$ cat src/verilog/sst_pkg.sv
package sst_pkg;

    // ************************************************************
    // widths and fixed counts
    // ************************************************************
    localparam int unsigned SST_DATA_W = 8;
    localparam int unsigned SST_ADDR_W = 7;
    localparam int unsigned SST_RATE_W = 8;
    localparam int unsigned SST_CNT_W = 4;
    localparam logic [3:0] SST_ADDR_BITS = 4'h8;
    localparam logic [3:0] SST_LAST_BIT = 4'h7;

    // ************************************************************
    // reset values
    // ************************************************************
    localparam logic [7:0] SST_BYTE_RST = 8'h00;
    localparam logic [3:0] SST_CNT_RST = 4'h0;

    // ************************************************************
    // slave transmit states
    // ************************************************************
    typedef enum logic [5:0] {
        SST_S_IDLE = 6'h01,
        SST_S_ADDR = 6'h02,
        SST_S_AACK = 6'h04,
        SST_S_HOLD = 6'h08,
        SST_S_TX   = 6'h10,
        SST_S_MACK = 6'h20
    } sst_slv_type;

    // ************************************************************
    // master repeated start / stop states
    // ************************************************************
    typedef enum logic [7:0] {
        SST_M_IDLE   = 8'h01,
        SST_M_RS_REL = 8'h02,
        SST_M_RS_T1  = 8'h04,
        SST_M_RS_T2  = 8'h08,
        SST_M_SP_LOW = 8'h10,
        SST_M_SP_REL = 8'h20,
        SST_M_SP_T1  = 8'h40,
        SST_M_SP_T2  = 8'h80
    } sst_mst_type;

endpackage

$ cat src/verilog/sst_i2c_slave_tx.sv
`timescale 1ns/1ps
// Operation
// - a matching address with the read bit set sets the read flag, loads the address into the transfer buffer and is acknowledged on the ninth bit.
// - after that acknowledge the clock release bit is cleared and SCL is held low.
// - a transmit write loads buffer and shift register together, and setting the clock release bit frees SCL.
// - the first data bit goes out as SCL is freed and later bits change on falling SCL edges, so SDA is stable while SCL is high.
// - the master acknowledge is sampled on the ninth rising SCL edge into the acknowledge status bit.
// - a not-acknowledge ends the transfer and the slave waits for a new Start.
// - the port interrupt flag is set on the ninth falling SCL edge of each byte and cleared by software.
// - a collision while shifting data out with slave detection enabled sets the collision flag and idles the slave.
// - a Start sets the start-seen flag and raises the port interrupt flag only when Start interrupts are enabled.
// - reading the received address from the transfer buffer clears the buffer full flag.
// - in a Repeated Start, SCL falling before the rate generator expires with SDA not driven low is a collision.
// - in a Repeated Start, SCL and SDA high at expiry drive SDA low and reload, and the next expiry drives SCL low.
// - in a Stop, SDA still low at expiry after being released is a collision.
// - in a Stop, SCL sampled low after its release and before SDA rises is a collision.
// - a Stop drives SDA low, releases SCL once SDA reads low, and loads the rate generator once SCL reads high.
module sst_i2c_slave_tx #(
    parameter int unsigned ADDR_W = sst_pkg::SST_ADDR_W,
    parameter int unsigned RATE_W = sst_pkg::SST_RATE_W
) (
    // clock and reset
    input wire logic i_core_clk,
    input wire logic i_nrst,
    // two-wire bus pins
    input wire logic i_scl,
    output logic o_scl,
    output logic o_scl_oe_n,
    input wire logic i_sda,
    output logic o_sda,
    output logic o_sda_oe_n,
    // configuration
    input wire logic [ADDR_W-1:0] i_own_addr,
    input wire logic i_slave_collision_detect_en,
    input wire logic i_start_irq_en,
    input wire logic [RATE_W-1:0] i_rate_reload_reg,
    // software strobes
    input wire logic i_buf_wr,
    input wire logic [7:0] i_buf_wdata,
    input wire logic i_buf_rd,
    input wire logic i_clock_release_set,
    input wire logic i_irq_clr,
    input wire logic i_bcl_clr,
    input wire logic i_rstart_req,
    input wire logic i_stop_req,
    // status
    output logic [7:0] o_transfer_buffer,
    output logic o_buffer_full_flag,
    output logic o_read_write,
    output logic o_ack_status_bit,
    output logic o_clock_release_bit,
    output logic o_port_irq_flag,
    output logic o_bus_collision_flag,
    output logic o_start_seen,
    output logic o_master_busy
);

    generate
        if (ADDR_W != 7 || RATE_W < 2 || RATE_W > 16)
        begin : g_chk
            $error("sst_i2c_slave_tx: unsupported ADDR_W or RATE_W");
        end
    endgenerate

    // ************************************************************
    // pin synchronisers and edge detection
    // ************************************************************
    logic [1:0] scl_sync_r;
    logic [1:0] sda_sync_r;
    logic scl_d_r;
    logic sda_d_r;

    always_ff @(posedge i_core_clk or negedge i_nrst)
    begin
        if (!i_nrst)
        begin
            scl_sync_r <= 2'h3;
            sda_sync_r <= 2'h3;
            scl_d_r <= 1'b1;
            sda_d_r <= 1'b1;
        end
        else
        begin
            scl_sync_r <= {scl_sync_r[0], i_scl};
            sda_sync_r <= {sda_sync_r[0], i_sda};
            scl_d_r <= scl_sync_r[1];
            sda_d_r <= sda_sync_r[1];
        end
    end

    logic scl_s;
    logic sda_s;
    logic scl_rise;
    logic scl_fall;
    logic start_det;
    logic stop_det;

    assign scl_s = scl_sync_r[1];
    assign sda_s = sda_sync_r[1];
    assign scl_rise = scl_s & ~scl_d_r;
    assign scl_fall = ~scl_s & scl_d_r;
    assign start_det = scl_s & scl_d_r & ~sda_s & sda_d_r;
    assign stop_det = scl_s & scl_d_r & sda_s & ~sda_d_r;

    // ************************************************************
    // state
    // ************************************************************
    sst_pkg::sst_slv_type slv_r, slv_nxt;
    sst_pkg::sst_mst_type mst_r, mst_nxt;
    logic [3:0] cnt_r, cnt_nxt;
    logic [7:0] shift_r, shift_nxt;
    logic [7:0] buf_r, buf_nxt;
    logic [RATE_W-1:0] rate_r, rate_nxt;
    logic bf_r, bf_nxt;
    logic rw_r, rw_nxt;
    logic ack_r, ack_nxt;
    logic ckp_r, ckp_nxt;
    logic irq_r, irq_nxt;
    logic bcl_r, bcl_nxt;
    logic sseen_r, sseen_nxt;
    logic s_scl_low_r, s_scl_low_nxt;
    logic s_sda_low_r, s_sda_low_nxt;
    logic m_scl_low_r, m_scl_low_nxt;
    logic m_sda_low_r, m_sda_low_nxt;
    logic scl_oe_n_r, sda_oe_n_r;
    logic busy_r;
    logic irq_set, bcl_set, bf_set, bf_clr, ckp_clr;
    logic rate_exp;

    assign rate_exp = (rate_r == '0);

    always_comb
    begin
        slv_nxt = slv_r;
        mst_nxt = mst_r;
        cnt_nxt = cnt_r;
        shift_nxt = shift_r;
        buf_nxt = buf_r;
        rw_nxt = rw_r;
        ack_nxt = ack_r;
        s_scl_low_nxt = s_scl_low_r;
        s_sda_low_nxt = s_sda_low_r;
        m_scl_low_nxt = m_scl_low_r;
        m_sda_low_nxt = m_sda_low_r;
        rate_nxt = rate_exp ? rate_r : rate_r - 1'b1;
        irq_set = 1'b0;
        bcl_set = 1'b0;
        bf_set = 1'b0;
        bf_clr = 1'b0;
        ckp_clr = 1'b0;
        sseen_nxt = sseen_r;

        if (i_buf_wr)
        begin
            buf_nxt = i_buf_wdata;
            shift_nxt = i_buf_wdata;
            bf_set = 1'b1;
        end

        // ********************************************************
        // slave transmit
        // ********************************************************
        if (stop_det)
        begin
            sseen_nxt = 1'b0;
            slv_nxt = sst_pkg::SST_S_IDLE;
            s_scl_low_nxt = 1'b0;
            s_sda_low_nxt = 1'b0;
        end
        else if (start_det && mst_r == sst_pkg::SST_M_IDLE)
        begin
            sseen_nxt = 1'b1;
            irq_set = i_start_irq_en;
            slv_nxt = sst_pkg::SST_S_ADDR;
            cnt_nxt = sst_pkg::SST_CNT_RST;
            s_scl_low_nxt = 1'b0;
            s_sda_low_nxt = 1'b0;
        end
        else
        begin
            case (slv_r)
                sst_pkg::SST_S_ADDR:
                begin
                    if (scl_rise)
                    begin
                        shift_nxt = {shift_r[6:0], sda_s};
                        cnt_nxt = cnt_r + 1'b1;
                    end
                    else if (scl_fall && cnt_r == sst_pkg::SST_ADDR_BITS)
                    begin
                        if (shift_r[7:1] == i_own_addr && shift_r[0])
                        begin
                            rw_nxt = 1'b1;
                            buf_nxt = shift_r;
                            bf_set = 1'b1;
                            s_sda_low_nxt = 1'b1;
                            slv_nxt = sst_pkg::SST_S_AACK;
                        end
                        else
                        begin
                            // write requests and other addresses are not served here
                            slv_nxt = sst_pkg::SST_S_IDLE;
                        end
                    end
                end
                sst_pkg::SST_S_AACK:
                begin
                    if (scl_fall)
                    begin
                        s_sda_low_nxt = 1'b0;
                        s_scl_low_nxt = 1'b1;
                        ckp_clr = 1'b1;
                        irq_set = 1'b1;
                        slv_nxt = sst_pkg::SST_S_HOLD;
                    end
                end
                sst_pkg::SST_S_HOLD:
                begin
                    // first bit goes out on the same core clock edge that frees SCL
                    if (ckp_r)
                    begin
                        s_scl_low_nxt = 1'b0;
                        s_sda_low_nxt = ~shift_nxt[7];
                        cnt_nxt = sst_pkg::SST_CNT_RST;
                        slv_nxt = sst_pkg::SST_S_TX;
                    end
                end
                sst_pkg::SST_S_TX:
                begin
                    if (scl_rise && i_slave_collision_detect_en && !s_sda_low_r && !sda_s)
                    begin
                        bcl_set = 1'b1;
                        s_sda_low_nxt = 1'b0;
                        slv_nxt = sst_pkg::SST_S_IDLE;
                    end
                    else if (scl_fall)
                    begin
                        cnt_nxt = cnt_r + 1'b1;
                        if (cnt_r == sst_pkg::SST_LAST_BIT)
                        begin
                            s_sda_low_nxt = 1'b0;
                            bf_clr = 1'b1;
                            slv_nxt = sst_pkg::SST_S_MACK;
                        end
                        else
                        begin
                            shift_nxt = {shift_r[6:0], 1'b0};
                            s_sda_low_nxt = ~shift_r[6];
                        end
                    end
                end
                sst_pkg::SST_S_MACK:
                begin
                    if (scl_rise)
                    begin
                        ack_nxt = sda_s;
                    end
                    else if (scl_fall)
                    begin
                        irq_set = 1'b1;
                        if (ack_r)
                        begin
                            slv_nxt = sst_pkg::SST_S_IDLE;
                        end
                        else
                        begin
                            // software reloads and releases again
                            s_scl_low_nxt = 1'b1;
                            ckp_clr = 1'b1;
                            slv_nxt = sst_pkg::SST_S_HOLD;
                        end
                    end
                end
                default:
                begin
                    s_scl_low_nxt = 1'b0;
                    s_sda_low_nxt = 1'b0;
                end
            endcase
        end

        // ********************************************************
        // master repeated start and stop
        // ********************************************************
        case (mst_r)
            sst_pkg::SST_M_IDLE:
            begin
                if (i_rstart_req)
                begin
                    m_sda_low_nxt = 1'b0;
                    m_scl_low_nxt = 1'b0;
                    mst_nxt = sst_pkg::SST_M_RS_REL;
                end
                else if (i_stop_req)
                begin
                    m_sda_low_nxt = 1'b1;
                    mst_nxt = sst_pkg::SST_M_SP_LOW;
                end
            end
            sst_pkg::SST_M_RS_REL:
            begin
                if (scl_s)
                begin
                    rate_nxt = i_rate_reload_reg;
                    mst_nxt = sst_pkg::SST_M_RS_T1;
                end
            end
            sst_pkg::SST_M_RS_T1:
            begin
                if (scl_fall || (rate_exp && !(scl_s && sda_s)))
                begin
                    bcl_set = 1'b1;
                    mst_nxt = sst_pkg::SST_M_IDLE;
                end
                else if (rate_exp)
                begin
                    m_sda_low_nxt = 1'b1;
                    rate_nxt = i_rate_reload_reg;
                    mst_nxt = sst_pkg::SST_M_RS_T2;
                end
            end
            sst_pkg::SST_M_RS_T2:
            begin
                if (rate_exp)
                begin
                    m_scl_low_nxt = 1'b1;
                    mst_nxt = sst_pkg::SST_M_IDLE;
                end
            end
            sst_pkg::SST_M_SP_LOW:
            begin
                if (!sda_s)
                begin
                    m_scl_low_nxt = 1'b0;
                    mst_nxt = sst_pkg::SST_M_SP_REL;
                end
            end
            sst_pkg::SST_M_SP_REL:
            begin
                if (scl_s)
                begin
                    rate_nxt = i_rate_reload_reg;
                    mst_nxt = sst_pkg::SST_M_SP_T1;
                end
            end
            sst_pkg::SST_M_SP_T1:
            begin
                if (!scl_s)
                begin
                    bcl_set = 1'b1;
                    mst_nxt = sst_pkg::SST_M_IDLE;
                end
                else if (rate_exp)
                begin
                    m_sda_low_nxt = 1'b0;
                    rate_nxt = i_rate_reload_reg;
                    mst_nxt = sst_pkg::SST_M_SP_T2;
                end
            end
            sst_pkg::SST_M_SP_T2:
            begin
                if (!scl_s && !sda_s)
                begin
                    bcl_set = 1'b1;
                    mst_nxt = sst_pkg::SST_M_IDLE;
                end
                else if (rate_exp)
                begin
                    bcl_set = ~sda_s;
                    mst_nxt = sst_pkg::SST_M_IDLE;
                end
            end
            default:
            begin
                mst_nxt = sst_pkg::SST_M_IDLE;
            end
        endcase
        if (bcl_set && mst_r != sst_pkg::SST_M_IDLE)
        begin
            m_scl_low_nxt = 1'b0;
            m_sda_low_nxt = 1'b0;
        end

        // hardware set wins over a software clear in the same cycle
        irq_nxt = (irq_r & ~i_irq_clr) | irq_set;
        bcl_nxt = (bcl_r & ~i_bcl_clr) | bcl_set;
        bf_nxt = (bf_r & ~(i_buf_rd | bf_clr)) | bf_set;
        ckp_nxt = (ckp_r & ~ckp_clr) | i_clock_release_set;
    end

    always_ff @(posedge i_core_clk or negedge i_nrst)
    begin
        if (!i_nrst)
        begin
            slv_r <= sst_pkg::SST_S_IDLE;
            mst_r <= sst_pkg::SST_M_IDLE;
            cnt_r <= sst_pkg::SST_CNT_RST;
            shift_r <= sst_pkg::SST_BYTE_RST;
            buf_r <= sst_pkg::SST_BYTE_RST;
            rate_r <= '0;
            bf_r <= 1'b0;
            rw_r <= 1'b0;
            ack_r <= 1'b0;
            ckp_r <= 1'b1;
            irq_r <= 1'b0;
            bcl_r <= 1'b0;
            sseen_r <= 1'b0;
            s_scl_low_r <= 1'b0;
            s_sda_low_r <= 1'b0;
            m_scl_low_r <= 1'b0;
            m_sda_low_r <= 1'b0;
            scl_oe_n_r <= 1'b1;
            sda_oe_n_r <= 1'b1;
            busy_r <= 1'b0;
        end
        else
        begin
            slv_r <= slv_nxt;
            mst_r <= mst_nxt;
            cnt_r <= cnt_nxt;
            shift_r <= shift_nxt;
            buf_r <= buf_nxt;
            rate_r <= rate_nxt;
            bf_r <= bf_nxt;
            rw_r <= rw_nxt;
            ack_r <= ack_nxt;
            ckp_r <= ckp_nxt;
            irq_r <= irq_nxt;
            bcl_r <= bcl_nxt;
            sseen_r <= sseen_nxt;
            s_scl_low_r <= s_scl_low_nxt;
            s_sda_low_r <= s_sda_low_nxt;
            m_scl_low_r <= m_scl_low_nxt;
            m_sda_low_r <= m_sda_low_nxt;
            scl_oe_n_r <= ~(s_scl_low_nxt | m_scl_low_nxt);
            sda_oe_n_r <= ~(s_sda_low_nxt | m_sda_low_nxt);
            // registered so it moves on the same edge as the master state
            busy_r <= (mst_nxt != sst_pkg::SST_M_IDLE);
        end
    end

    // ************************************************************
    // outputs
    // ************************************************************
    // open drain: only a low level is ever driven
    assign o_scl = 1'b0;
    assign o_sda = 1'b0;
    assign o_scl_oe_n = scl_oe_n_r;
    assign o_sda_oe_n = sda_oe_n_r;
    assign o_transfer_buffer = buf_r;
    assign o_buffer_full_flag = bf_r;
    assign o_read_write = rw_r;
    assign o_ack_status_bit = ack_r;
    assign o_clock_release_bit = ckp_r;
    assign o_port_irq_flag = irq_r;
    assign o_bus_collision_flag = bcl_r;
    assign o_start_seen = sseen_r;
    assign o_master_busy = busy_r;

endmodule

$ cat config.mk
export PLATFORM = sky130hd
export DESIGN_NAME = sst_i2c_slave_tx
export DESIGN_NICKNAME = d
export VERILOG_FILES = /design/src/verilog/sst_pkg.sv /design/src/verilog/sst_i2c_slave_tx.sv
export SDC_FILE = /design/constraint.sdc
export NUM_CORES = 1
export LEC_CHECK = 0
export ABC_CLOCK_PERIOD_IN_PS = 2400
export BUFFER_PORTS_ARGS = -buffer_cell sky130_fd_sc_hd__buf_4
export CAP_MARGIN = 20
export CORE_MARGIN = 2
export CORE_UTILIZATION = 40
export DETAILED_ROUTE_END_ITERATION = 8
export GPL_TIMING_DRIVEN = 0
export PLACE_DENSITY = 0.57
export SLEW_MARGIN = 20
export SYNTH_ARGS = -nofsm -noshare
export SYNTH_HDL_FRONTEND = slang
export SYNTH_SLANG_ARGS = --single-unit
export TNS_END_PERCENT = 20
$ cat constraint.sdc
create_clock -name i_core_clk -period 2.4 [get_ports i_core_clk]
set_input_delay 0.24 -clock i_core_clk [delete_from_list [all_inputs] [get_ports i_core_clk]]
set_output_delay 0.24 -clock i_core_clk [all_outputs]
set_load 0.02 [all_outputs]
==> results.env, run 1 <==
SYNTHARSTFLOPSHARE=1.000
SYNTHMOSTINSTANTIATEDCELL='dfrtp_1'
GATE_POWER_SHARE=0.332
INSERTEDDIODECOUNT=0
TIMING_WORST_SETUP_PATH_TYPE='reg2reg'
CP_DATA_ARRIVAL_TIME_NS=2.54
CLOCK_PATH_BUFFERS=2
FLOORPLAN.ROWS=35
NETS=517
PORT_BUFFERS=52
FP.DIEW_UM=100.5
FF2FF_PATH_DEPTH=6
VIASPERCELL=5.530
DETAIL_ROUTE.FIRST_PASS.ITERATIONS=5
PWR-SHARE-CLK=0.265
LAUNCH_INSTANCE_OF_THE_WORST_REGISTER_TO_REGISTER_PATH='mst_r[1]'
DRT_ITER0_DRC=137
RRSETUPSLACK_NS=0.08
SYN-MEAN-INSTANCE-AREA_SQ_UM=9.214
CRITICAL_PATH.MAX_FANOUT=7
SYNTHTOPCELLSBYAREA='dfrtp_1 (34%), dfstp_2 (7.8%), mux2i_1 (4.6%), o21ai_0 (4.6%), nor2_1 (4.0%)'
FP.DIEAREA_SQ_UM=10090
CLOCK-SINKS=62
P_INT_mW=2.286
VIOLATIONS_IN_THE_FINAL_REPORTS='hold timing'
YOSYS_WARNINGS=0
HOLDCRITPATHCLASS='in2async'
DRT-WIRELENGTH-PER-CELL_UM=16.18
WORST_SLEW_PIN_SLEW_NS=0.7973
CTS-HTREE-LEVELS=3
ANT_NETS=0
START_KIND='flop'
START_UTIL=0.4067
LEAKAGEPOWER_nW=2.163
YS_FF_LATCH=62
POWER_DENSITY_nW_PER_UM2=766.7
CRITICAL_REGISTER_TO_REGISTER_PATH_ENDPOINT='slv_r[5]'
YOSYS-TOP-CELLS-COUNT='dfrtp_1 (51), nor2_1 (40), nand2_1 (34), o21ai_0 (34), a21oi_1 (22)'
FINALWORSTPATHREQUIREDPERIOD_NS=2.315
TRITONCTS='done'
FINAL_WEIGHTED_CONGESTION_IN_ROUTABILITY_DRIVEN_PLACEMENT=0.8866
GRT_PASS1_VIAS=3164
GRT_PASS1_WL_MM=15.73
CLOCK_INSERTION_DELAY_WORST_SKEW_NS=0.35
SW_FRAC_OF_TOTAL=0.3551
MIN_PERIOD_OVER_PERIOD=0.9646
ROUTED-VIA-COUNT=3274
GLOBALROUTETOTALUTIL=0.1976
SETUP.WORST_PATH.END_CLASS='flop'
MAX_CAP_VIOL_COUNT=0
DOMINANTREGCELLSYNTH='dfrtp_1'
SEQ_POWER_SHARE=0.402
CTS.CLK_SLEW.WORST_PATHS_NS=0.08
FINALHOLDWORSTSLACK_NS=-0.01724
FINALNONFILLERCELLS=592
FLOORPLAN.DIE.HEIGHT_UM=100.5
ROUTED_WIRELENGTH_MM=9.578
FRACTION_OF_THE_CORE_AREA_COVERED_BY_CELLS_AT_THE_END_OF_THE_FLOW=0.5053
GRT_ANTENNA_BEFORE_REPAIR=0
WORST_IR_DROP_VDD_uV=407.9
P_SW_mW=1.259
SYNTH_AREA_SQ_UM=3722
FMAX_MHz=431.9
POST_SYNTH_INST_COUNT=404
SYNTHDOMINANTAREACELLTYPE='dfrtp_1'
SYNTH-EDFF-COUNT=0
SLEW_HEADROOM=0.4685
NUM-FILL-CELLS=886
SYNTH_SEQUENTIAL_AREA_RATIO=0.4205
LAYOUT-DRIVE-GT1-SHARE=0.2578
POST-ROUTE-WORST-SETUP-SLACK_NS=0.08484
TIMING.FINAL.MAX_SLEW_VIOLATIONS=0
NETLIST-CELL-TYPE-COUNT=68
GLOBAL_ROUTE.OVERFLOW_TOTAL=0
DP_CELLS=568
SYNTHDOMINANTCELLAREASHARE=0.3429
CLOCKROOTBUFFER='clkbuf_8'
WORST_CLOCK_SKEW_NS=0.01353
FLOW.AREA_GROWTH_FROM_SYNTHESIS_PCT=24.24
OUTCOME='complete, but fails checks'
DESIGN.PORTCOUNT=56
GRT_MAX_DEGREE=63
DRT_DRC_VIOLATIONS_LEFT=0
FINAL-SETUP-VIOL-COUNT=0
DPL_WORST_SLACK_NS=-0.3906
CRIT_REQUIRED_NS=2.63
HPWL_MM=6.937
FLOORPLAN.CORE_AREA_SQ_UM=9153
REPORT.FINAL.HOLD_VIOL_COUNT=36
NUMCTSBUFFERS=9
==> cell type report <==
| type | count | area (sq um) | share of cell area |
|---|---|---|---|
| multi-input cells | 309 | 2113 | 0.4570 |
| flip-flops and latches | 62 | 1567 | 0.3387 |
| repair buffers | 62 | 470.5 | 0.1017 |
| well taps | 111 | 138.9 | 0.03003 |
| clock buffers | 10 | 137.6 | 0.02976 |
| plain buffers | 15 | 71.32 | 0.01542 |
| inverters | 18 | 67.56 | 0.01461 |
| clock inverters | 5 | 58.81 | 0.01272 |
==> stage by stage <==
| step | TNS [ns] | area, sq um | total power, mW |
|---|---|---|---|
| after floorplan | 0 | 3726 | 2.180 |
| after detailed placement | -3.131 | 4255 | 2.511 |
| after global routing | -0.01866 | 4624 | 3.780 |
| after global placement | -2.594 | 4255 | 2.494 |
| after CTS | -0.01463 | 4522 | 3.472 |
| final | 0 | 4624 | 3.546 |
==> layer usage <==
metal	GRT usage	share of wire	wire length [um]
met1	0.2576	0.45	4278
met2	0.3335	0.49	4704
met3	0.02913	0.047	454
met4	0.07271	0.015	141
met5	0	0	0
==> critical path: stages (launching register included) <==
cell,delay [ns]
dfrtp_1,0.46
nor4_4,0.45
nand3_4,0.16
or3b_4,0.41
a21oi_4,0.27
a31oi_4,0.11
mux2_4,0.33
==> what timing repair did <==
item	CTS	global route
setup buffers	2	6
hold endpoints to repair	2	0
hold buffers	2	0
pin swaps	2	5
gates resized for setup	8	11
setup endpoints to repair	21	37
==> layout by cell type (no fill, tap or decap), drive strengths merged, types with 7 or more instances in the layout <==
master	netlist	routed
nand2	34	34
a21oi	23	23
dfstp	11	11
buf	5	65
clkbuf	11	20
nand4	7	7
mux2i	17	17
nor3	13	13
inv	18	19
xnor2	9	9
nand2b	7	7
nor2b	9	9
o21ai	34	34
nand3	14	14
nor2	40	40
dfrtp	51	51
==> power by group through the flow <==
stage	sequential [mW]	combinational, mW	clock, mW
5_1_grt	1.46	1.31	1.01
2_1_floorplan	1.43	0.748	0
3_3_place_gp	1.42	1.07	0
4_1_cts	1.41	1.10	0.961
3_5_place_dp	1.42	1.09	0
6_report	1.43	1.18	0.941
==> registers in the layout, summed over array words and instances, names as in the netlist, 2 cells and up <==
name               flops
mst_r                  8
o_transfer_buffer      8
rate_r                 8
shift_r                8
slv_r                  6
cnt_r                  4
scl_sync_r             2
sda_sync_r             2
==> cells by family after synthesis <==
logic type	Yosys count	synth area share
and+or+nand+nor	159	0.2360
muxes	23	0.06790
DFF	62	0.4205
buffers and inverters	34	0.03764
AOI/OAI and AO/OA	107	0.1906
other	1	0.001007
adders and majority gates	4	0.01345
xor gates and xnor gates	14	0.03294
==> worst max path at each step <==
stage	from	end	slack, ns	cells past startpoint
after floorplan	slv_r[3]	slv_r[2]	0.30	6
after global placement	scl_d_r	o_transfer_buffer[5]	-0.36	5
after detailed placement	scl_d_r	o_transfer_buffer[5]	-0.39	5
after CTS	rate_r[0]	o_sda_oe_n	-0.01	8
after global routing	rate_r[0]	o_sda_oe_n	-0.008	9
final	mst_r[1]	slv_r[5]	0.08	6
(Power assumes the default switching activity.)
==> inputs of run 2 (changes only) <==
--- a/config.mk
+++ b/config.mk
@@ -5,6 +5,7 @@
 export SDC_FILE = /design/constraint.sdc
 export NUM_CORES = 1
 export LEC_CHECK = 0
+export ABC_AREA = 1
 export ABC_CLOCK_PERIOD_IN_PS = 2400
 export BUFFER_PORTS_ARGS = -buffer_cell sky130_fd_sc_hd__buf_4
 export CAP_MARGIN = 20
==> run 2 against run 1 <==
The flow still finishes with violations (hold timing). Global-route usage fell by 0.31 points. Power grew 20%. Synthesized area increased by 2.2%. Wire length shrank 1.6%. Via count is 5.4% higher. First-iteration DRC count is 9.5% lower. Critical path type unchanged. Sequential cell count unchanged. Critical endpoint is now shift_r[6].
==> results.env, run 2 <==
OUTCOME='complete, but fails checks'
VIOLATIONS_IN_THE_FINAL_REPORTS='hold timing'
ROUTED_WIRELENGTH_MM=9.421  # -1.6%
PORT_BUFFERS=52  # unchanged
CRITICAL_REGISTER_TO_REGISTER_PATH_ENDPOINT='shift_r[6]'
TIMING_WORST_SETUP_PATH_TYPE='reg2reg'
CLOCKROOTBUFFER='clkbuf_8'
CLOCK_INSERTION_DELAY_WORST_SKEW_NS=0.34  # about the same
VIASPERCELL=4.827  # -13%
START_KIND='flop'
FINALWORSTPATHREQUIREDPERIOD_NS=1.873  # -0.4422 ns
FF2FF_PATH_DEPTH=8  # +2
FINAL_AREA_SQ_UM=4593  # -0.68%
TRITONCTS='done'
FIN_TNS_SETUP_NS=0  # unchanged
MULTIINPUTGATEAREA_SQ_UM=1863  # -12%
SYNTHARSTFLOPSHARE=1.000  # unchanged
FLOW.AREA_GROWTH_FROM_SYNTHESIS_PCT=20.80
GRT_PASS1_VIAS=3356  # +6.1%
CRIT_REQUIRED_NS=2.66  # +0.03 ns
DRT_ITER0_DRC=124  # -9.5%
SYNTH-EDFF-COUNT=0  # unchanged
FMAX_MHz=533.9  # +24%
SLEW_HEADROOM=0.4685  # about the same
CLOCK-SINKS=62  # unchanged
GLOBAL_ROUTE.OVERFLOW_TOTAL=0  # unchanged
FINAL_WEIGHTED_CONGESTION_IN_ROUTABILITY_DRIVEN_PLACEMENT=0.8482  # -4.3%
GLOBALROUTETOTALUTIL=0.1945  # -0.003061
CLOCK_PATH_BUFFERS=2  # unchanged
CTS.CLK_SLEW.WORST_PATHS_NS=0.07  # about the same
FLOORPLAN.ROWS=35  # unchanged
SYNTHMOSTINSTANTIATEDCELL='nand2_1'
FLOORPLAN.CORE_AREA_SQ_UM=9240  # +0.96%
NETS=621  # +20%
ROUTED-VIA-COUNT=3451  # +5.4%
LAYOUT.CELLS.MOST_COMMON='nand2_1'
MOST-COMMON-LAYOUT-CELLS='nand2_1 (146), inv_1 (63), buf_4 (56)'
GRT_MAX_DEGREE=63  # unchanged
POWER_DENSITY_nW_PER_UM2=922.7  # +20%
HPWL_MM=6.992  # +0.79%
GRT_ANTENNA_BEFORE_REPAIR=0  # unchanged
DETAIL_ROUTE.FIRST_PASS.ITERATIONS=4  # -1
WORST_CLOCK_SKEW_NS=0.008675  # -0.004853 ns
FINALHOLDWORSTSLACK_NS=-0.01837  # -0.001129 ns
MAX_CAP_VIOL_COUNT=0  # unchanged
POST_CTS_RESIZE_COUNT=0  # -8
MIN_PERIOD_OVER_PERIOD=0.7804  # -0.1842
CRITICAL_PATH.MAX_FANOUT=10  # +3
DRT_DRC_VIOLATIONS_LEFT=0  # unchanged
FRACTION_OF_THE_CORE_AREA_COVERED_BY_CELLS_AT_THE_END_OF_THE_FLOW=0.4971  # -0.008174
FP.DIEW_UM=101.5  # +1.0%
INSERTEDDIODECOUNT=0  # unchanged
HOLDCRITPATHCLASS='in2async'
TIMING.FINAL.MAX_SLEW_VIOLATIONS=0  # unchanged
START_UTIL=0.4115  # +0.004811
YOSYS_WARNINGS=0  # unchanged
LEAKAGEPOWER_nW=2.416  # +12%
CTS-HTREE-LEVELS=3  # unchanged
POST_SYNTH_INST_COUNT=515  # +27%
DESIGN.PORTCOUNT=56  # unchanged
FLOORPLAN.DIE.HEIGHT_UM=101.5  # +1.0%
LAUNCH_INSTANCE_OF_THE_WORST_REGISTER_TO_REGISTER_PATH='cnt_r[0]'
POWER.TOTAL_mW=4.238  # +20%
NUM-FILL-CELLS=933  # +5.3%
NETLIST-CELL-TYPE-COUNT=44  # -35%
YS_FF_LATCH=62  # unchanged
WORST_IR_DROP_VDD_uV=360.2  # -12%
ANT_NETS=0  # unchanged
YOSYS-TOP-CELLS-COUNT='nand2_1 (146), inv_1 (63), dfrtp_1 (51), nor2_1 (42), nand3_1 (40)'
GRT_SETUP_UNREPAIRED='no'
RRSETUPSLACK_NS=0.53  # +0.44 ns
SYN-MEAN-INSTANCE-AREA_SQ_UM=7.383  # -20%
DRT-WIRELENGTH-PER-CELL_UM=13.18  # -19%
SYNTHDOMINANTAREACELLTYPE='dfrtp_1'
SYNTHTOPCELLSBYAREA='dfrtp_1 (34%), nand2_1 (14%), dfstp_2 (7.6%), inv_1 (6.2%), nand3_1 (5.3%)'
FP.DIEAREA_SQ_UM=10300  # +2.1%
NUMCTSBUFFERS=9  # unchanged
SYNTH_SEQUENTIAL_AREA_RATIO=0.4116  # -0.008856
SEQUENTIAL_AREA_SQ_UM=1565  # about the same
WORST_SLEW_PIN_SLEW_NS=0.7973  # +0.000009656 ns
SETUP.WORST_PATH.END_CLASS='flop'
SYNTH_AREA_SQ_UM=3802  # +2.2%
SYNTHDOMINANTCELLAREASHARE=0.3356  # -0.007220
DOMINANTREGCELLSYNTH='dfrtp_1'
CP_DATA_ARRIVAL_TIME_NS=2.14  # -0.40 ns
GRT_PASS1_WL_MM=15.71  # -0.13%
LAYOUT-DRIVE-GT1-SHARE=0.2406  # -0.01718
FINAL-SETUP-VIOL-COUNT=0  # unchanged
PLACED_CELL_AREA_SQ_UM=4358  # +2.4%
REPORT.FINAL.HOLD_VIOL_COUNT=9  # -75%
[run 2: changes by cell type after synthesis, moves of 8 or more]
cell / change
nor2b_1: -9
a21oi_1: -16
nand2_2: +8
clkbuf_1: -8
nand3_1: +28
mux2i_1: -17
nand2_1: +112
inv_1: +45
o21ai_1: +17
o21ai_0: -9
nor2_2: +8
inv_2: +15
[run 2: worst max-delay path by stage]
stage | start | slack, ns | endpoint | depth (start not counted)
floorplan | scl_sync_r[1] | 0.84 | cnt_r[0] | 10
global placement | cnt_r[0] | 0.57 | shift_r[6] | 8
detailed placement | mst_r[0] | 0.57 | rate_r[2] | 9
CTS | cnt_r[0] | 0.54 | shift_r[6] | 8
global route | cnt_r[0] | 0.34 | shift_r[6] | 8
finish | cnt_r[0] | 0.53 | shift_r[6] | 8
[run 2: power by group]
| part | switching [mW] | leakage, nW | internal (mW) |
|---|---|---|---|
| registers | 0.230 | 0.763 | 1.32 |
| clock network | 0.407 | 0.110 | 0.611 |
| logic | 1.02 | 1.54 | 0.645 |
[run 2: cells by family (layout without fill, tap and decap cells)]
kind of cell	count (synthesis)	count (layout)	synth area share
adders and majority gates	4	4	0.01316
xor gates and xnor gates	5	5	0.01152
AOI/OAI and AO/OA	69	69	0.1073
other	1	2	0.0009862
and+or+nand+nor	283	283	0.3560
DFF	62	62	0.4116
buffers and inverters	91	161	0.09937
[run 2: final cells by class]
| class | instances | area share |
|---|---|---|
| clock inverter | 4 | 0.01525 |
| tap | 129 | 0.03514 |
| buffer | 9 | 0.01417 |
| inverter | 82 | 0.06810 |
| clock buffer | 12 | 0.03160 |
| timing repair buffer | 54 | 0.08935 |
| sequential | 62 | 0.3408 |
| multi-input combinational | 363 | 0.4056 |
[run 2: what timing repair did]
action                                 in CTS  in global routing
buffers inserted                            0                  0
endpoints found under the hold margin       2                  0
hold buffers                                2                  0
[run 2: critical path, stage by stage (launching register included)]
cell and delay (ns):
dfrtp_1 0.44, ha_1 0.19, nand2_1 0.06, nor2_1 0.26, nor3_1 0.11, a21oi_2 0.26
buf_2 0.30, nand2_1 0.07, o21ai_1 0.09
[run 2: per-layer routing]
layer | global-route usage | up-vias | share of wire | wire length (um)
met3 | 0.03727 | 10 | 0.047 | 439
li1 | - | 1770 | - | -
met4 | 0.06653 | 0 | 0.014 | 129
met1 | 0.2740 | 1596 | 0.49 | 4648
met2 | 0.2996 | 75 | 0.45 | 4203
met5 | 0 | - | 0 | 0
[run 2: metrics by stage]
step / setup slack, ns / cells
final: 0.5270 / 715
after floorplan: 0.8375 / 516
after detailed placement: 0.5748 / 697
after global routing: 0.3403 / 715
after CTS: 0.5426 / 715
after global placement: 0.5700 / 697
==> inputs of run 3 (changes only) <==
--- a/config.mk
+++ b/config.mk
@@ -5,15 +5,15 @@
 export SDC_FILE = /design/constraint.sdc
 export NUM_CORES = 1
 export LEC_CHECK = 0
-export ABC_AREA = 1
-export ABC_CLOCK_PERIOD_IN_PS = 2400
+export ABC_AREA = 0
+export ABC_CLOCK_PERIOD_IN_PS = 1550
 export BUFFER_PORTS_ARGS = -buffer_cell sky130_fd_sc_hd__buf_4
 export CAP_MARGIN = 20
 export CORE_MARGIN = 2
 export CORE_UTILIZATION = 40
 export DETAILED_ROUTE_END_ITERATION = 8
 export GPL_TIMING_DRIVEN = 0
-export PLACE_DENSITY = 0.57
+export PLACE_DENSITY = 0.6
 export SLEW_MARGIN = 20
 export SYNTH_ARGS = -nofsm -noshare
 export SYNTH_HDL_FRONTEND = slang
==> constraint.sdc (replaced) <==
create_clock -name i_core_clk -period 1.55 [get_ports i_core_clk]
set_input_delay 0.155 -clock i_core_clk [delete_from_list [all_inputs] [get_ports i_core_clk]]
set_output_delay 0.155 -clock i_core_clk [all_outputs]
set_load 0.02 [all_outputs]
==> run 3 against run 2 <==
The run ends with setup timing left. Sequential cell count unchanged. Clock-buffer cell count up 1. Die area down 2.0%. Critical path depth down 2. Largest power group unchanged.
==> results.env, run 3 (synthesis gave the netlist of run 1 again) <==
MIN_PERIOD_OVER_PERIOD=1.379  # +0.5986
GRT_MAX_DEGREE=63  # unchanged
GLOBAL_ROUTE.OVERFLOW_TOTAL=0  # unchanged
TIMING.FINAL.MAX_SLEW_VIOLATIONS=0  # unchanged
ROUTED-VIA-COUNT=3538  # +2.5%
CLOCK_PATH_BUFFERS=2  # unchanged
MAX_CAP_VIOL_COUNT=0  # unchanged
GLOBALROUTETOTALUTIL=0.2214  # +0.02687
TIMING.CRITICAL_PATH.MAX_DELAY_FAMILY='simple AND/OR/NAND/NOR gates'
START_KIND='flop'
DRT_ITER0_DRC=204  # +65%
INSERTEDDIODECOUNT=0  # unchanged
POWER_DENSITY_nW_PER_UM2=1157  # +25%
FINAL_AREA_SQ_UM=5274  # +15%
CLOCKROOTBUFFER='clkbuf_8'
VIASPERCELL=5.616  # +16%
SEQ_POWER_SHARE=0.361  # -0.005
POST-ROUTE-WORST-SETUP-SLACK_NS=-0.5875  # -1.115 ns
DRT_DRC_VIOLATIONS_LEFT=0  # unchanged
SLEW_HEADROOM=0.4564  # -0.01201
PORT_BUFFERS=52  # unchanged
FLOORPLAN.ROWS=35  # unchanged
MULTIINPUTGATEAREA_SQ_UM=2382  # +28%
SETUP.WORST_PATH.END_CLASS='flop'
WORST_IR_DROP_VDD_uV=721.3  # +100%
MOST-COMMON-LAYOUT-CELLS='buf_4 (91), dfrtp_1 (48), nor2_1 (32)'
CRITPATHBUFINV=1  # unchanged
WORST_CLOCK_SKEW_NS=0.008841  # +0.0001662 ns
MAX_STAGE_DELAY_NS=0.52  # +0.08 ns
CP_DATA_ARRIVAL_TIME_NS=2.36  # +0.22 ns
FLOORPLAN.DIE.HEIGHT_UM=100.5  # -1.0%
NUM-FILL-CELLS=797  # -15%
GATE_POWER_SHARE=0.397  # +0.003
SEQUENTIAL_AREA_SQ_UM=1569  # +0.24%
GLOBAL_ROUTE.USAGE.MET3=0.04716  # +0.009890
MET1_USAGE=0.2772  # +0.003162
NETS=554  # -11%
OUTCOME='complete, but fails checks'
POWER.TOTAL_mW=6.100  # +44%
FINALWORSTPATHREQUIREDPERIOD_NS=2.138  # +0.2646 ns
DESIGN.PORTCOUNT=56  # unchanged
ANT_NETS=0  # unchanged
LAYOUT.CELLS.MOST_COMMON='buf_4'
LEAKAGEPOWER_nW=2.393  # -0.95%
FINALHOLDWORSTSLACK_NS=0.01798  # +0.03635 ns
REPORT.FINAL.HOLD_VIOL_COUNT=0  # -9
PWR-SHARE-CLK=0.242  # +0.002
ROUTED_WIRELENGTH_MM=10.73  # +14%
CLOCK-SINKS=62  # unchanged
DP_CELLS=568  # -19%
START_UTIL=0.4067  # -0.004811
GLOBAL_ROUTE.USAGE.MET2=0.3743  # +0.07469
DRT-WIRELENGTH-PER-CELL_UM=17.02  # +29%
HPWL_MM=6.970  # -0.31%
CTS-HTREE-LEVELS=3  # unchanged
GRT_ANTENNA_BEFORE_REPAIR=0  # unchanged
FRACTION_OF_THE_CORE_AREA_COVERED_BY_CELLS_AT_THE_END_OF_THE_FLOW=0.5762  # +0.07912
GRT_PASS1_WL_MM=17.60  # +12%
FINAL-SETUP-VIOL-COUNT=54  # +54
WORST_SLEW_PIN_SLEW_NS=0.8153  # +0.01802 ns
WORSTPATHCELLLIST='buf_6 > or4_4 > nand2b_4 > a21o_1 > a31oi_4 > mux2_4'
FLOW.AREA_GROWTH_FROM_SYNTHESIS_PCT=41.68
CRITICAL_PATH.SLOWEST_CELL='or4_4'
NUMCTSBUFFERS=9  # unchanged
TRITONCTS='done'
DETAIL_ROUTE.FIRST_PASS.ITERATIONS=5  # +1
DPL_WORST_SLACK_NS=-0.9569  # -1.532 ns
GR-MAX-USAGE-LAYER='met2'
FINALNONFILLERCELLS=630  # -12%
SW_FRAC_OF_TOTAL=0.3524  # -0.03925
VIOLATIONS_IN_THE_FINAL_REPORTS='setup timing'
CLOCK_INSERTION_DELAY_WORST_SKEW_NS=0.34  # about the same
CRIT_REQUIRED_NS=1.77  # -0.89 ns
LAYOUT-DRIVE-GT1-SHARE=0.4027  # +0.1621
TIMING_WORST_SETUP_PATH_TYPE='reg2reg'
P_SW_mW=2.150  # +30%
FMAX_MHz=467.8  # -12%
GRT_PASS1_VIAS=3534  # +5.3%
HOLDCRITPATHCLASS='in2reg'
FLOORPLAN.CORE_AREA_SQ_UM=9153  # -0.95%
FP.DIEAREA_SQ_UM=10090  # -2.0%
PLACED_CELL_AREA_SQ_UM=4303  # -1.3%
FP.DIEW_UM=100.5  # -1.0%
GRT_SETUP_UNREPAIRED='yes'
FIN_TNS_SETUP_NS=-18.12  # -18.12 ns
P_INT_mW=3.950  # +53%
CRITICAL_PATH.MAX_FANOUT=8  # -2
CTS.CLK_SLEW.WORST_PATHS_NS=0.07  # about the same
FINAL_WEIGHTED_CONGESTION_IN_ROUTABILITY_DRIVEN_PLACEMENT=0.9046  # +6.6%
-- run 3: cell count changes in the layout (fill, tap and decap cells not counted), sizes merged, moves of 7 or more --
cell | before | now
nand2 | 157 | 34
inv | 80 | 18
nor2 | 57 | 40
buf | 59 | 98
nand3 | 48 | 14
o21ai | 43 | 34
nand2b | 0 | 7
clkbuf | 14 | 25
a21oi | 8 | 23
xnor2 | 2 | 9
nor2b | 0 | 9
mux2i | 0 | 17
-- run 3: routing by layer --
metal	up-vias	routed length (um)
met2	91	5527
li1	1680	-
met4	0	236
met3	19	357
met1	1748	4604
met5	-	0
-- run 3: power groups by stage --
| stage | Clock, mW | Combinational (mW) | Sequential, mW |
|---|---|---|---|
| 2_1_floorplan | 0 | 1.17 | 2.23 |
| 3_5_place_dp | 0 | 1.70 | 2.22 |
| 6_report | 1.47 | 2.42 | 2.20 |
| 5_1_grt | 1.58 | 2.65 | 2.24 |
| 3_3_place_gp | 0 | 1.67 | 2.21 |
| 4_1_cts | 1.50 | 2.18 | 2.19 |
-- run 3: worst paths after layout --
path	startpoint	end	slack [ns]	cells after the start
worst min register to register	scl_sync_r[0]	scl_sync_r[1]	0.36	0
worst min-delay path	i_clock_release_set	o_clock_release_bit	0.02	2
min in group asynchronous	i_nrst	slv_r[4]	0.44	2
worst max register to register	slv_r[4]	slv_r[5]	-0.59	6
max in group asynchronous	i_nrst	mst_r[5]	0.51	2
worst max-delay path	slv_r[4]	slv_r[5]	-0.59	6
-- run 3: area by class of cell --
type,count,share of cell area
Tap cell,111,0.02633
Multi-Input combinational cell,309,0.4517
Sequential cell,62,0.2975
Timing Repair Buffer,99,0.1476
Buffer,15,0.02586
Clock inverter,3,0.008066
Clock buffer,13,0.03013
Inverter,18,0.01281
-- run 3: what timing repair did --
action                                  in CTS  in global routing
cloned                                       1                  0
endpoints found under the setup margin      56                 56
hold buffers                                 4                  0
buffers inserted                            25                 18
pin swaps                                   33                 15
hold endpoints to repair                    54                  0
gates resized for setup                     90                 28
